## src/design/hbp_consts.vh

```
// Constants for the half-bridge protection timing block
`ifndef HBP_CONSTS_VH
`define HBP_CONSTS_VH
`define HBP_CLK_NS 50
`define HBP_CYC(ns) (((ns) + `HBP_CLK_NS - 1) / `HBP_CLK_NS)
`define HBP_CCP0_NS 375
`define HBP_CCP1_NS 625
`define HBP_CCP2_NS 1000
`define HBP_CCP3_NS 1500
`define HBP_CCP4_NS 2000
`define HBP_CCP5_NS 3000
`define HBP_CCP6_NS 4000
`define HBP_CCP7_NS 16000
`define HBP_BLK0_NS 625
`define HBP_BLK1_NS 1000
`define HBP_BLK2_NS 1250
`define HBP_BLK3_NS 1500
`define HBP_BLK4_NS 2000
`define HBP_BLK5_NS 3000
`define HBP_BLK6_NS 4000
`define HBP_BLK7_NS 16000
`define HBP_FLT0_NS 500
`define HBP_FLT1_NS 1000
`define HBP_FLT2_NS 2000
`define HBP_FLT3_NS 3000
`define HBP_A_GEN 4'h0
`define HBP_A_MODE 4'h1
`define HBP_A_PWMSEL 4'h2
`define HBP_A_MAP 4'h3
`define HBP_A_ACT 4'h4
`define HBP_A_FW 4'h5
`define HBP_A_THR 4'h6
`define HBP_A_REF 4'h7
`define HBP_A_STAT 4'h8
`define HBP_A_GSTAT 4'h9
`define HBP_GEN_PASS 0
`define HBP_GEN_GENCHK 1
`define HBP_GEN_TF 2
`define HBP_GEN_PWMEN 4
`define HBP_RST_GEN 8'h01
`define HBP_RST_MODE 16'h0000
`define HBP_RST_PWMSEL 16'h0000
`define HBP_RST_MAP 16'h0000
`define HBP_RST_TIMING 24'h924924
`define HBP_RST_THR 24'h249249
`define HBP_RST_REF 8'h00
`endif

```

## src/design/hbp_protect.v

```verilog
// Dead time, blank time, drain-source filter and fault latch for eight half-bridges
`timescale 1ns/1ps
`include "hbp_consts.vh"
module hbp_protect #(
  parameter NB = 8
) (
  input  wire          clk,
  input  wire          resetn,
  input  wire [3:0]    addr,
  input  wire [23:0]   wdata,
  input  wire          wr,
  input  wire          rd,
  output reg  [23:0]   rdata,
  input  wire          en_pin,
  input  wire [2:0]    pwm_pin,
  input  wire [NB-1:0] hs_cmp_dh,
  input  wire [NB-1:0] hs_cmp_cs,
  input  wire [NB-1:0] ls_cmp_sl,
  output reg  [NB-1:0] gate_hs,
  output reg  [NB-1:0] gate_ls,
  output reg  [NB-1:0] static_discharge,
  output reg  [23:0]   ds_threshold,
  output reg  [NB-1:0] drain_reference_select,
  output reg           global_ds_error_bit
);
  // One-hot sequencer states, one set per bridge
  localparam ST_OFF  = 4'b0001;
  localparam ST_HS   = 4'b0010;
  localparam ST_LS   = 4'b0100;
  localparam ST_DEAD = 4'b1000;

  // Terminal counts round up, so no duration comes out shorter than its typical value
  function [8:0] ccp_cyc;
    input [2:0] c;
    reg [31:0] t;
    begin
      case (c)
        3'h0: t = `HBP_CYC(`HBP_CCP0_NS);
        3'h1: t = `HBP_CYC(`HBP_CCP1_NS);
        3'h2: t = `HBP_CYC(`HBP_CCP2_NS);
        3'h3: t = `HBP_CYC(`HBP_CCP3_NS);
        3'h4: t = `HBP_CYC(`HBP_CCP4_NS);
        3'h5: t = `HBP_CYC(`HBP_CCP5_NS);
        3'h6: t = `HBP_CYC(`HBP_CCP6_NS);
        default: t = `HBP_CYC(`HBP_CCP7_NS);
      endcase
      ccp_cyc = t[8:0];
    end
  endfunction

  function [8:0] blk_cyc;
    input [2:0] c;
    reg [31:0] t;
    begin
      case (c)
        3'h0: t = `HBP_CYC(`HBP_BLK0_NS);
        3'h1: t = `HBP_CYC(`HBP_BLK1_NS);
        3'h2: t = `HBP_CYC(`HBP_BLK2_NS);
        3'h3: t = `HBP_CYC(`HBP_BLK3_NS);
        3'h4: t = `HBP_CYC(`HBP_BLK4_NS);
        3'h5: t = `HBP_CYC(`HBP_BLK5_NS);
        3'h6: t = `HBP_CYC(`HBP_BLK6_NS);
        default: t = `HBP_CYC(`HBP_BLK7_NS);
      endcase
      blk_cyc = t[8:0];
    end
  endfunction

  function [7:0] flt_cyc;
    input [1:0] c;
    reg [31:0] t;
    begin
      case (c)
        2'h0: t = `HBP_CYC(`HBP_FLT0_NS);
        2'h1: t = `HBP_CYC(`HBP_FLT1_NS);
        2'h2: t = `HBP_CYC(`HBP_FLT2_NS);
        default: t = `HBP_CYC(`HBP_FLT3_NS);
      endcase
      flt_cyc = t[7:0];
    end
  endfunction

  // Pair fields are {blank[5:3], dead[2:0]}
  function [5:0] pick_pair;
    input [23:0] v;
    input [1:0]  p;
    begin
      case (p)
        2'h0: pick_pair = v[5:0];
        2'h1: pick_pair = v[11:6];
        2'h2: pick_pair = v[17:12];
        default: pick_pair = v[23:18];
      endcase
    end
  endfunction

  reg  [7:0]    gen_q;
  reg  [15:0]   mode_q;
  reg  [15:0]   pwmsel_q;
  reg  [15:0]   map_q;
  reg  [23:0]   act_q;
  reg  [23:0]   fw_q;
  reg  [15:0]   stat_q;
  reg           en_m_q;
  reg           en_s_q;
  reg  [2:0]    pwm_m_q;
  reg  [2:0]    pwm_s_q;
  reg  [NB-1:0] dh_m_q;
  reg  [NB-1:0] dh_s_q;
  reg  [NB-1:0] cs_m_q;
  reg  [NB-1:0] cs_s_q;
  reg  [NB-1:0] sl_m_q;
  reg  [NB-1:0] sl_s_q;
  wire [15:0]   fault;
  wire          drv_ok;
  wire [2:0]    pwm_lvl;
  wire [7:0]    flt_lim;
  wire          wr_stat;
  reg  [15:0]   stat_d;

  // Two-flop synchronisers for all pins
  always @(posedge clk or negedge resetn) begin
    if (!resetn) begin
      en_m_q  <= 1'b0;
      en_s_q  <= 1'b0;
      pwm_m_q <= 3'h0;
      pwm_s_q <= 3'h0;
      dh_m_q  <= {NB{1'b0}};
      dh_s_q  <= {NB{1'b0}};
      cs_m_q  <= {NB{1'b0}};
      cs_s_q  <= {NB{1'b0}};
      sl_m_q  <= {NB{1'b0}};
      sl_s_q  <= {NB{1'b0}};
    end else begin
      en_m_q  <= en_pin;
      en_s_q  <= en_m_q;
      pwm_m_q <= pwm_pin;
      pwm_s_q <= pwm_m_q;
      dh_m_q  <= hs_cmp_dh;
      dh_s_q  <= dh_m_q;
      cs_m_q  <= hs_cmp_cs;
      cs_s_q  <= cs_m_q;
      sl_m_q  <= ls_cmp_sl;
      sl_s_q  <= sl_m_q;
    end
  end

  // Pin paths lag two cycles; dead, blank and filter counts do not include this
  assign drv_ok  = en_s_q & ~gen_q[`HBP_GEN_PASS];
  // A channel whose enable bit is clear reads as low level
  assign pwm_lvl = pwm_s_q & gen_q[`HBP_GEN_PWMEN +: 3];
  assign flt_lim = flt_cyc(gen_q[`HBP_GEN_TF +: 2]);
  assign wr_stat = wr & (addr == `HBP_A_STAT);

  // Set wins over the host's clear
  always @* begin
    stat_d = stat_q;
    if (wr_stat)
      stat_d = stat_d & ~wdata[15:0];
    stat_d = stat_d | fault;
  end

  // Writes land at the strobe edge; read data stand for one cycle only
  always @(posedge clk or negedge resetn) begin
    if (!resetn) begin
      gen_q                  <= `HBP_RST_GEN;
      mode_q                 <= `HBP_RST_MODE;
      pwmsel_q               <= `HBP_RST_PWMSEL;
      map_q                  <= `HBP_RST_MAP;
      act_q                  <= `HBP_RST_TIMING;
      fw_q                   <= `HBP_RST_TIMING;
      ds_threshold           <= `HBP_RST_THR;
      drain_reference_select <= `HBP_RST_REF;
      stat_q                 <= 16'h0000;
      global_ds_error_bit    <= 1'b0;
      rdata                  <= 24'h000000;
    end else begin
      stat_q              <= stat_d;
      global_ds_error_bit <= |stat_d;
      if (wr) begin
        case (addr)
          `HBP_A_GEN:    gen_q <= wdata[7:0];
          `HBP_A_MODE:   mode_q <= wdata[15:0];
          `HBP_A_PWMSEL: pwmsel_q <= wdata[15:0];
          `HBP_A_MAP:    map_q <= wdata[15:0];
          `HBP_A_ACT:    act_q <= wdata;
          `HBP_A_FW:     fw_q <= wdata;
          `HBP_A_THR:    ds_threshold <= wdata;
          `HBP_A_REF:    drain_reference_select <= wdata[NB-1:0];
          default: ;
        endcase
      end
      rdata <= 24'h000000;
      if (rd) begin
        case (addr)
          `HBP_A_GEN:    rdata <= {16'h0000, gen_q};
          `HBP_A_MODE:   rdata <= {8'h00, mode_q};
          `HBP_A_PWMSEL: rdata <= {8'h00, pwmsel_q};
          `HBP_A_MAP:    rdata <= {8'h00, map_q};
          `HBP_A_ACT:    rdata <= act_q;
          `HBP_A_FW:     rdata <= fw_q;
          `HBP_A_THR:    rdata <= ds_threshold;
          `HBP_A_REF:    rdata <= {16'h0000, drain_reference_select};
          `HBP_A_STAT:   rdata <= {8'h00, stat_q};
          `HBP_A_GSTAT:  rdata <= {23'h0, global_ds_error_bit};
          default:       rdata <= 24'h000000;
        endcase
      end
    end
  end

  // Each bridge runs its own sequencer; the four timing pairs and the filter time are shared
  genvar b;
  generate
    for (b = 0; b < NB; b = b + 1) begin : g_br
      wire [1:0] mode = mode_q[2*b+1:2*b];
      wire [1:0] sel  = pwmsel_q[2*b+1:2*b];
      wire       act_hs = (mode == 2'b10);
      wire       act_ls = (mode == 2'b01);
      wire       is_pwm = (sel != 2'b00);
      wire       lvl = is_pwm ? pwm_lvl[sel - 2'b01] : 1'b1;
      wire       want_hs = (act_hs & lvl) | (act_ls & is_pwm & ~lvl);
      wire       want_ls = (act_ls & lvl) | (act_hs & is_pwm & ~lvl);
      wire [5:0] pa = pick_pair(act_q, map_q[2*b+1:2*b]);
      wire [5:0] pf = pick_pair(fw_q, map_q[2*b+1:2*b]);
      wire       latched = stat_q[2*b] | stat_q[2*b+1];
      wire       run = drv_ok & ~latched;
      // Comparator of the MOSFET that is on; reference choice per bridge
      wire       hs_mon = drain_reference_select[b] ? cs_s_q[b] : dh_s_q[b];
      wire       mon = (gate_hs[b] & hs_mon) | (gate_ls[b] & sl_s_q[b]);
      reg  [3:0] st_q;
      reg  [8:0] dead_q;
      reg  [8:0] blk_q;
      reg  [7:0] flt_q;
      reg        early_q;
      reg        hit_q;
      reg        hit_hs_q;
      // On a bridge not driven from a PWM channel, a short already present at blank end doubles the filter limit
      wire [7:0] lim = early_q ? {flt_lim[6:0], 1'b0} : flt_lim;
      // Static drive follows the status bits exactly, so it drops with the host's clear
      wire       stat_any = stat_d[2*b] | stat_d[2*b+1];

      assign fault[2*b]   = hit_q & ~hit_hs_q;
      assign fault[2*b+1] = hit_q & hit_hs_q;

      always @(posedge clk or negedge resetn) begin
        if (!resetn) begin
          st_q                <= ST_OFF;
          dead_q              <= 9'h000;
          blk_q               <= 9'h000;
          flt_q               <= 8'h00;
          early_q             <= 1'b0;
          hit_q               <= 1'b0;
          hit_hs_q            <= 1'b0;
          gate_hs[b]          <= 1'b0;
          gate_ls[b]          <= 1'b0;
          static_discharge[b] <= 1'b0;
        end else begin
          hit_q               <= 1'b0;
          static_discharge[b] <= stat_any;
          if (!run || hit_q) begin
            // Fault or disable: both gates off at once
            st_q       <= ST_OFF;
            gate_hs[b] <= 1'b0;
            gate_ls[b] <= 1'b0;
            blk_q      <= 9'h000;
            flt_q      <= 8'h00;
            early_q    <= 1'b0;
          end else begin
            case (st_q)
              ST_OFF: begin
                // From high impedance the blank starts with the turn-on itself
                if (want_hs) begin
                  st_q       <= ST_HS;
                  gate_hs[b] <= 1'b1;
                  blk_q      <= blk_cyc(act_hs ? pa[5:3] : pf[5:3]);
                end else if (want_ls) begin
                  st_q       <= ST_LS;
                  gate_ls[b] <= 1'b1;
                  blk_q      <= blk_cyc(act_ls ? pa[5:3] : pf[5:3]);
                end
                flt_q   <= 8'h00;
                early_q <= 1'b0;
              end
              ST_HS: begin
                if (!want_hs) begin
                  // Every turn-off on a dropped request passes dead time, so a quick re-request cannot overlap
                  st_q       <= ST_DEAD;
                  gate_hs[b] <= 1'b0;
                  dead_q     <= ccp_cyc(act_hs ? pa[2:0] : pf[2:0]);
                end
              end
              ST_LS: begin
                if (!want_ls) begin
                  st_q       <= ST_DEAD;
                  gate_ls[b] <= 1'b0;
                  dead_q     <= ccp_cyc(act_ls ? pa[2:0] : pf[2:0]);
                end
              end
              ST_DEAD: begin
                flt_q   <= 8'h00;
                early_q <= 1'b0;
                if (dead_q > 9'h001) begin
                  dead_q <= dead_q - 9'h001;
                end else if (want_hs) begin
                  // Blank follows expiry of the preceding dead time
                  st_q       <= ST_HS;
                  gate_hs[b] <= 1'b1;
                  blk_q      <= blk_cyc(act_hs ? pa[5:3] : pf[5:3]);
                end else if (want_ls) begin
                  st_q       <= ST_LS;
                  gate_ls[b] <= 1'b1;
                  blk_q      <= blk_cyc(act_ls ? pa[5:3] : pf[5:3]);
                end else begin
                  st_q <= ST_OFF;
                end
              end
              default: begin
                st_q       <= ST_OFF;
                gate_hs[b] <= 1'b0;
                gate_ls[b] <= 1'b0;
              end
            endcase
            // Blank first, then the filter; any drop of the comparator restarts the filter
            if ((st_q == ST_HS) || (st_q == ST_LS)) begin
              if (blk_q != 9'h000) begin
                blk_q <= blk_q - 9'h001;
                if (blk_q == 9'h001)
                  early_q <= mon & ~is_pwm;
              end else if (mon) begin
                // Only a continuous assertion counts
                if (flt_q >= lim) begin
                  hit_q    <= 1'b1;
                  hit_hs_q <= gate_hs[b];
                end else begin
                  flt_q <= flt_q + 8'h01;
                end
              end else begin
                flt_q   <= 8'h00;
                early_q <= 1'b0;
              end
            end
          end
        end
      end
    end
  endgenerate
endmodule // hbp_protect

```

## config.mk

```make
export PLATFORM = sky130hd
export DESIGN_NAME = hbp_protect
export DESIGN_NICKNAME = d
export VERILOG_FILES = /design/src/design/hbp_protect.v
export VERILOG_INCLUDE_DIRS = /design/src /design/src/design
export SDC_FILE = /design/constraint.sdc
export NUM_CORES = 2
export LEC_CHECK = 0
export BUFFER_PORTS_ARGS = -buffer_cell sky130_fd_sc_hd__buf_2
export CAP_MARGIN = 20
export CORE_ASPECT_RATIO = 1.5
export CORE_MARGIN = 3
export CORE_UTILIZATION = 45
export CTS_CLUSTER_DIAMETER = 80
export DETAILED_ROUTE_END_ITERATION = 12
export PLACE_DENSITY_LB_ADDON = 0.15
export SLEW_MARGIN = 20
export SYNTH_ARGS = -nofsm -noshare
export SYNTH_HDL_FRONTEND = slang
export SYNTH_SLANG_ARGS = --single-unit
```

## constraint.sdc

```tcl
create_clock -name clk -period 3.5 [get_ports clk]
set_input_delay 0.7 -clock clk [delete_from_list [all_inputs] [get_ports clk]]
set_output_delay 0.7 -clock clk [all_outputs]
set_load 0.01 [all_outputs]
```

==> reports/results.txt <==
Status -> completed
Crit-path leading delay family -> compound AO/OA/AOI/OAI gates
Top FF cell, synth -> dfrtp_1
Mapped Nets -> 3884
CTS tree -> built
Final worst slack -> 353.4 ps
Hpwl dp -> 86750 µm
DRT antenna net count -> 0
Area of the die -> 82350 µm²
PD cells -> 712.9 nW/µm²
Complex-gate fraction of the synthesized area -> 17.92%
1st-pass router iterations -> 8
Met3 wire length -> 9278 µm
Total routing usage reported by global routing -> 29.01%
CP required -> 4040 ps
Worst VDD drop -> 440.2 µV
Tot Pwr -> 28.24 mW
Clk slew on worst S/H paths -> 60 ps
Metal-1 WL -> 48120 µm
Final setup violation count -> 0
Post-place setup slack -> 330.9 ps
Total number of vias -> 31264
Final cell count without fillers -> 4887
Worst reg-to-reg path cell count -> 10
Slew @ Worst Pin -> 971.0 ps
Postcts setup bufs -> 0
Root buf cell -> clkbuf_16
Clk Latency, worst-skew pair -> 660 ps
Post-Syn Area -> 35490 µm²
Avg WL per Cell -> 24.96 µm
RSZ-0062 raised after global routing -> false
Routed WL -> 122000 µm
Xor-xnor portion of the synthesized cell area -> 1.135%
Critical path buffers and inverters -> 2
Cell area after layout -> 39610 µm²
Clock sink total -> 521
Die width -> 235.3 µm
Initial antenna violation count -> 6
Comb pwr share -> 43.3%
Largest net degree at the start of global routing -> 98
# IOs -> 141
Largest area contributor in the netlist -> dfrtp_1
GP Congestion -> 0.9233
CP arrival -> 3690 ps
Layout area overhead -> 11.61%
Crit Path Max Fanout -> 12
Pleak -> 17.00 nW
Psw -> 12.03 mW
Yosys top cell area share -> 34.40%
Post-Synth Simple-Gate Area -> 17.46%
Final Util -> 50.86%
Sequential share of the synthesized area -> 36.85%
Slowest CP cell -> mux2_2
F_max -> 317.8 MHz
Sequential share of power -> 32.6%
CTS Buf Count -> 57
Vias in the first global route -> 30720
Post-synth EDFFs -> 0
CP Capture Type -> register
Worst slew margin -> 35.11%
Hold Fails Final Rpt -> 0
Slowest Stage Delay on Critical Path -> 470 ps
Unique cell type count in the Yosys netlist -> 108
Cells after synthesis -> 3728
Hold slack -> 150.0 ps
Slew Limit Fails -> 0
Number of cells on the critical path -> 10
# Max-Cap Violations -> 0
H-tree lvl count -> 2
Top layer in use -> met5
Post-Place Cells -> 4778
Most common cell on crit path -> a21oi_1
#FFs+latches synth -> 521
Dominant cells by area after synthesis -> dfrtp_1 34%, mux2_2 7.1%, mux2i_1 6.3%
Max Clock Skew -> 36.00 ps
Placed Area -> 37520 µm²
Asr flop ratio synth -> 100.0%
WHS Path Cells -> 1
Die Span Y -> 350.0 µm
Crit path cell chain -> inv_1 -> ha_1 -> nand3b_1 -> a21oi_1 -> or3_1 -> mux2_2 -> a211oi_2 -> buf_4 -> a2111oi_0 -> a21oi_1
Main combinational cell family by area after synthesis -> multiplexers
Row cnt -> 125
Setup TNS -> 0 ps
CP Class -> register to register
# nets final -> 3978
Net Sw Frac -> 42.58%
DRC errors left -> 0
Core outline area -> 77890 µm²
Tightest Hold Check Type -> primary input to register
Share of layout cells above drive strength 1 -> 20.63%
Fin crit period -> 3147 ps
Initial Utilization -> 45.57%
Fill cell count -> 7291
Met2 wire len -> 57130 µm
Ys Warns -> 0
Drt initial violations -> 2638
Synth Area in Adders -> 3.497%
# port buffers -> 140
First-pass GRT wire length -> 186100 µm
Crit start category -> register
Gr ovfl total -> 0
Internal power -> 16.22 mW
Bufs on Longest Clock Path -> 3
Cts-stage hold buffer count -> 1
Period utilization -> 89.90%
Vias/cell -> 6.397
Mux contribution to synthesized area -> 19.08%
Post-cts gate resize count -> 0
Mapped Avg Cell Area -> 9.521 µm²
Clk pwr share -> 24.1%
[cell families (layout without fill, tap and decap cells)]
logic type,Yosys count,after routing
AND/OR/NAND/NOR,1201,1201
other,0,2
flip-flops,521,521
XOR/XNOR,46,46
buffers and inverters,357,498
AO/OA/AOI/OAI,967,967
adder cells (fa/ha/maj),100,100
multiplexers,536,536
[sequential cells by signal (all words and copies together), names as in the netlist, 24 cells and up]
register      count
g_br.blk_q       72
g_br.dead_q      72
g_br.flt_q       64
g_br.st_q        32
act_q            24
ds_threshold     24
fw_q             24
rdata            24
[placed cells by master (no fill, tap or decap), types with 41 or more instances in the layout]
master and instances:
nor3_1 119, inv_1 127, or3_1 55, nand3_1 77, mux2_2 224, mux2i_1 222
o21ai_0 227, a211oi_1 48, ha_1 96, nand2b_1 62, buf_4 118, a21oi_1 226
nand2_1 249, mux4_2 90, dfrtp_1 487, nor2b_1 41, a22oi_1 44, buf_2 139
nor2_1 314, clkbuf_16 58, a31oi_1 72
[worst paths after layout]
| kind | from | to | slack, ps |
|---|---|---|---|
| min | ls_cmp_sl[2] | sl_m_q[2]$_DFF_PN0_ | 150 |
| max | pwmsel_q[2]$_DFFE_PN0P_ | g_br[1].dead_q[1]$_DFFE_PN0P_ | 350 |
| max in group asynchronous | resetn | g_br[7].dead_q[4]$_DFFE_PN0P_ | 1930 |
| min reg2reg | sl_m_q[4]$_DFF_PN0_ | sl_s_q[4]$_DFF_PN0_ | 350 |
| max reg2reg | pwmsel_q[2]$_DFFE_PN0P_ | g_br[1].dead_q[1]$_DFFE_PN0P_ | 350 |
| min in group asynchronous | resetn | g_br[1].flt_q[1]$_DFF_PN0_ | 600 |
[area by class of cell]
cell class,count,area (µm²),area share [%]
multi-input cells,2850,21000,53.00
clock inverters,30,445.4,1.124
well taps,1016,1271,3.209
inverters,128,480.5,1.213
diodes,2,5.005,0.01263
clock buffers,76,1629,4.112
repair buffers,264,1707,4.308
flip-flops and latches,521,13080,33.02
[cell usage after synthesis, drive strengths merged, types with 17 or more instances]
master	number
a21oi	226
nor2b	41
o31ai	17
nor4	41
o32ai	21
inv	128
nand2	250
a221oi	26
nand3b	30
and3	30
nor2	316
nor3	128
o22ai	40
o21ai	239
a22oi	44
nor3b	17
ha	96
xnor2	32
a211oi	49
nand4	19
buf	63
o21a	19
dfstp	33
mux2i	222
clkbuf	166
a22o	27
nand2b	63
a21boi	20
or2	28
or4	26
and2	31
mux2	224
dfrtp	488
mux4	90
a31oi	72
a21o	17
nand3	77
nor4b	19
or3	58
[layer usage]
metal | vias up | track usage, %
met2 | 1259 | 48.08
met1 | 15430 | 36.08
met4 | 4 | 15.11
met5 | - | 0
li1 | 14209 | -
met3 | 362 | 5.589
[power by group through the flow]
stage	sequential, mW	clock, mW	combinational, mW
3_5_place_dp	9.19	0	12.1
3_3_place_gp	9.19	0	12.0
5_1_grt	9.27	7.14	13.4
4_1_cts	9.08	6.92	12.1
2_1_floorplan	7.77	0	9.56
6_report	9.21	6.80	12.2
(Power assumes the default switching activity.)
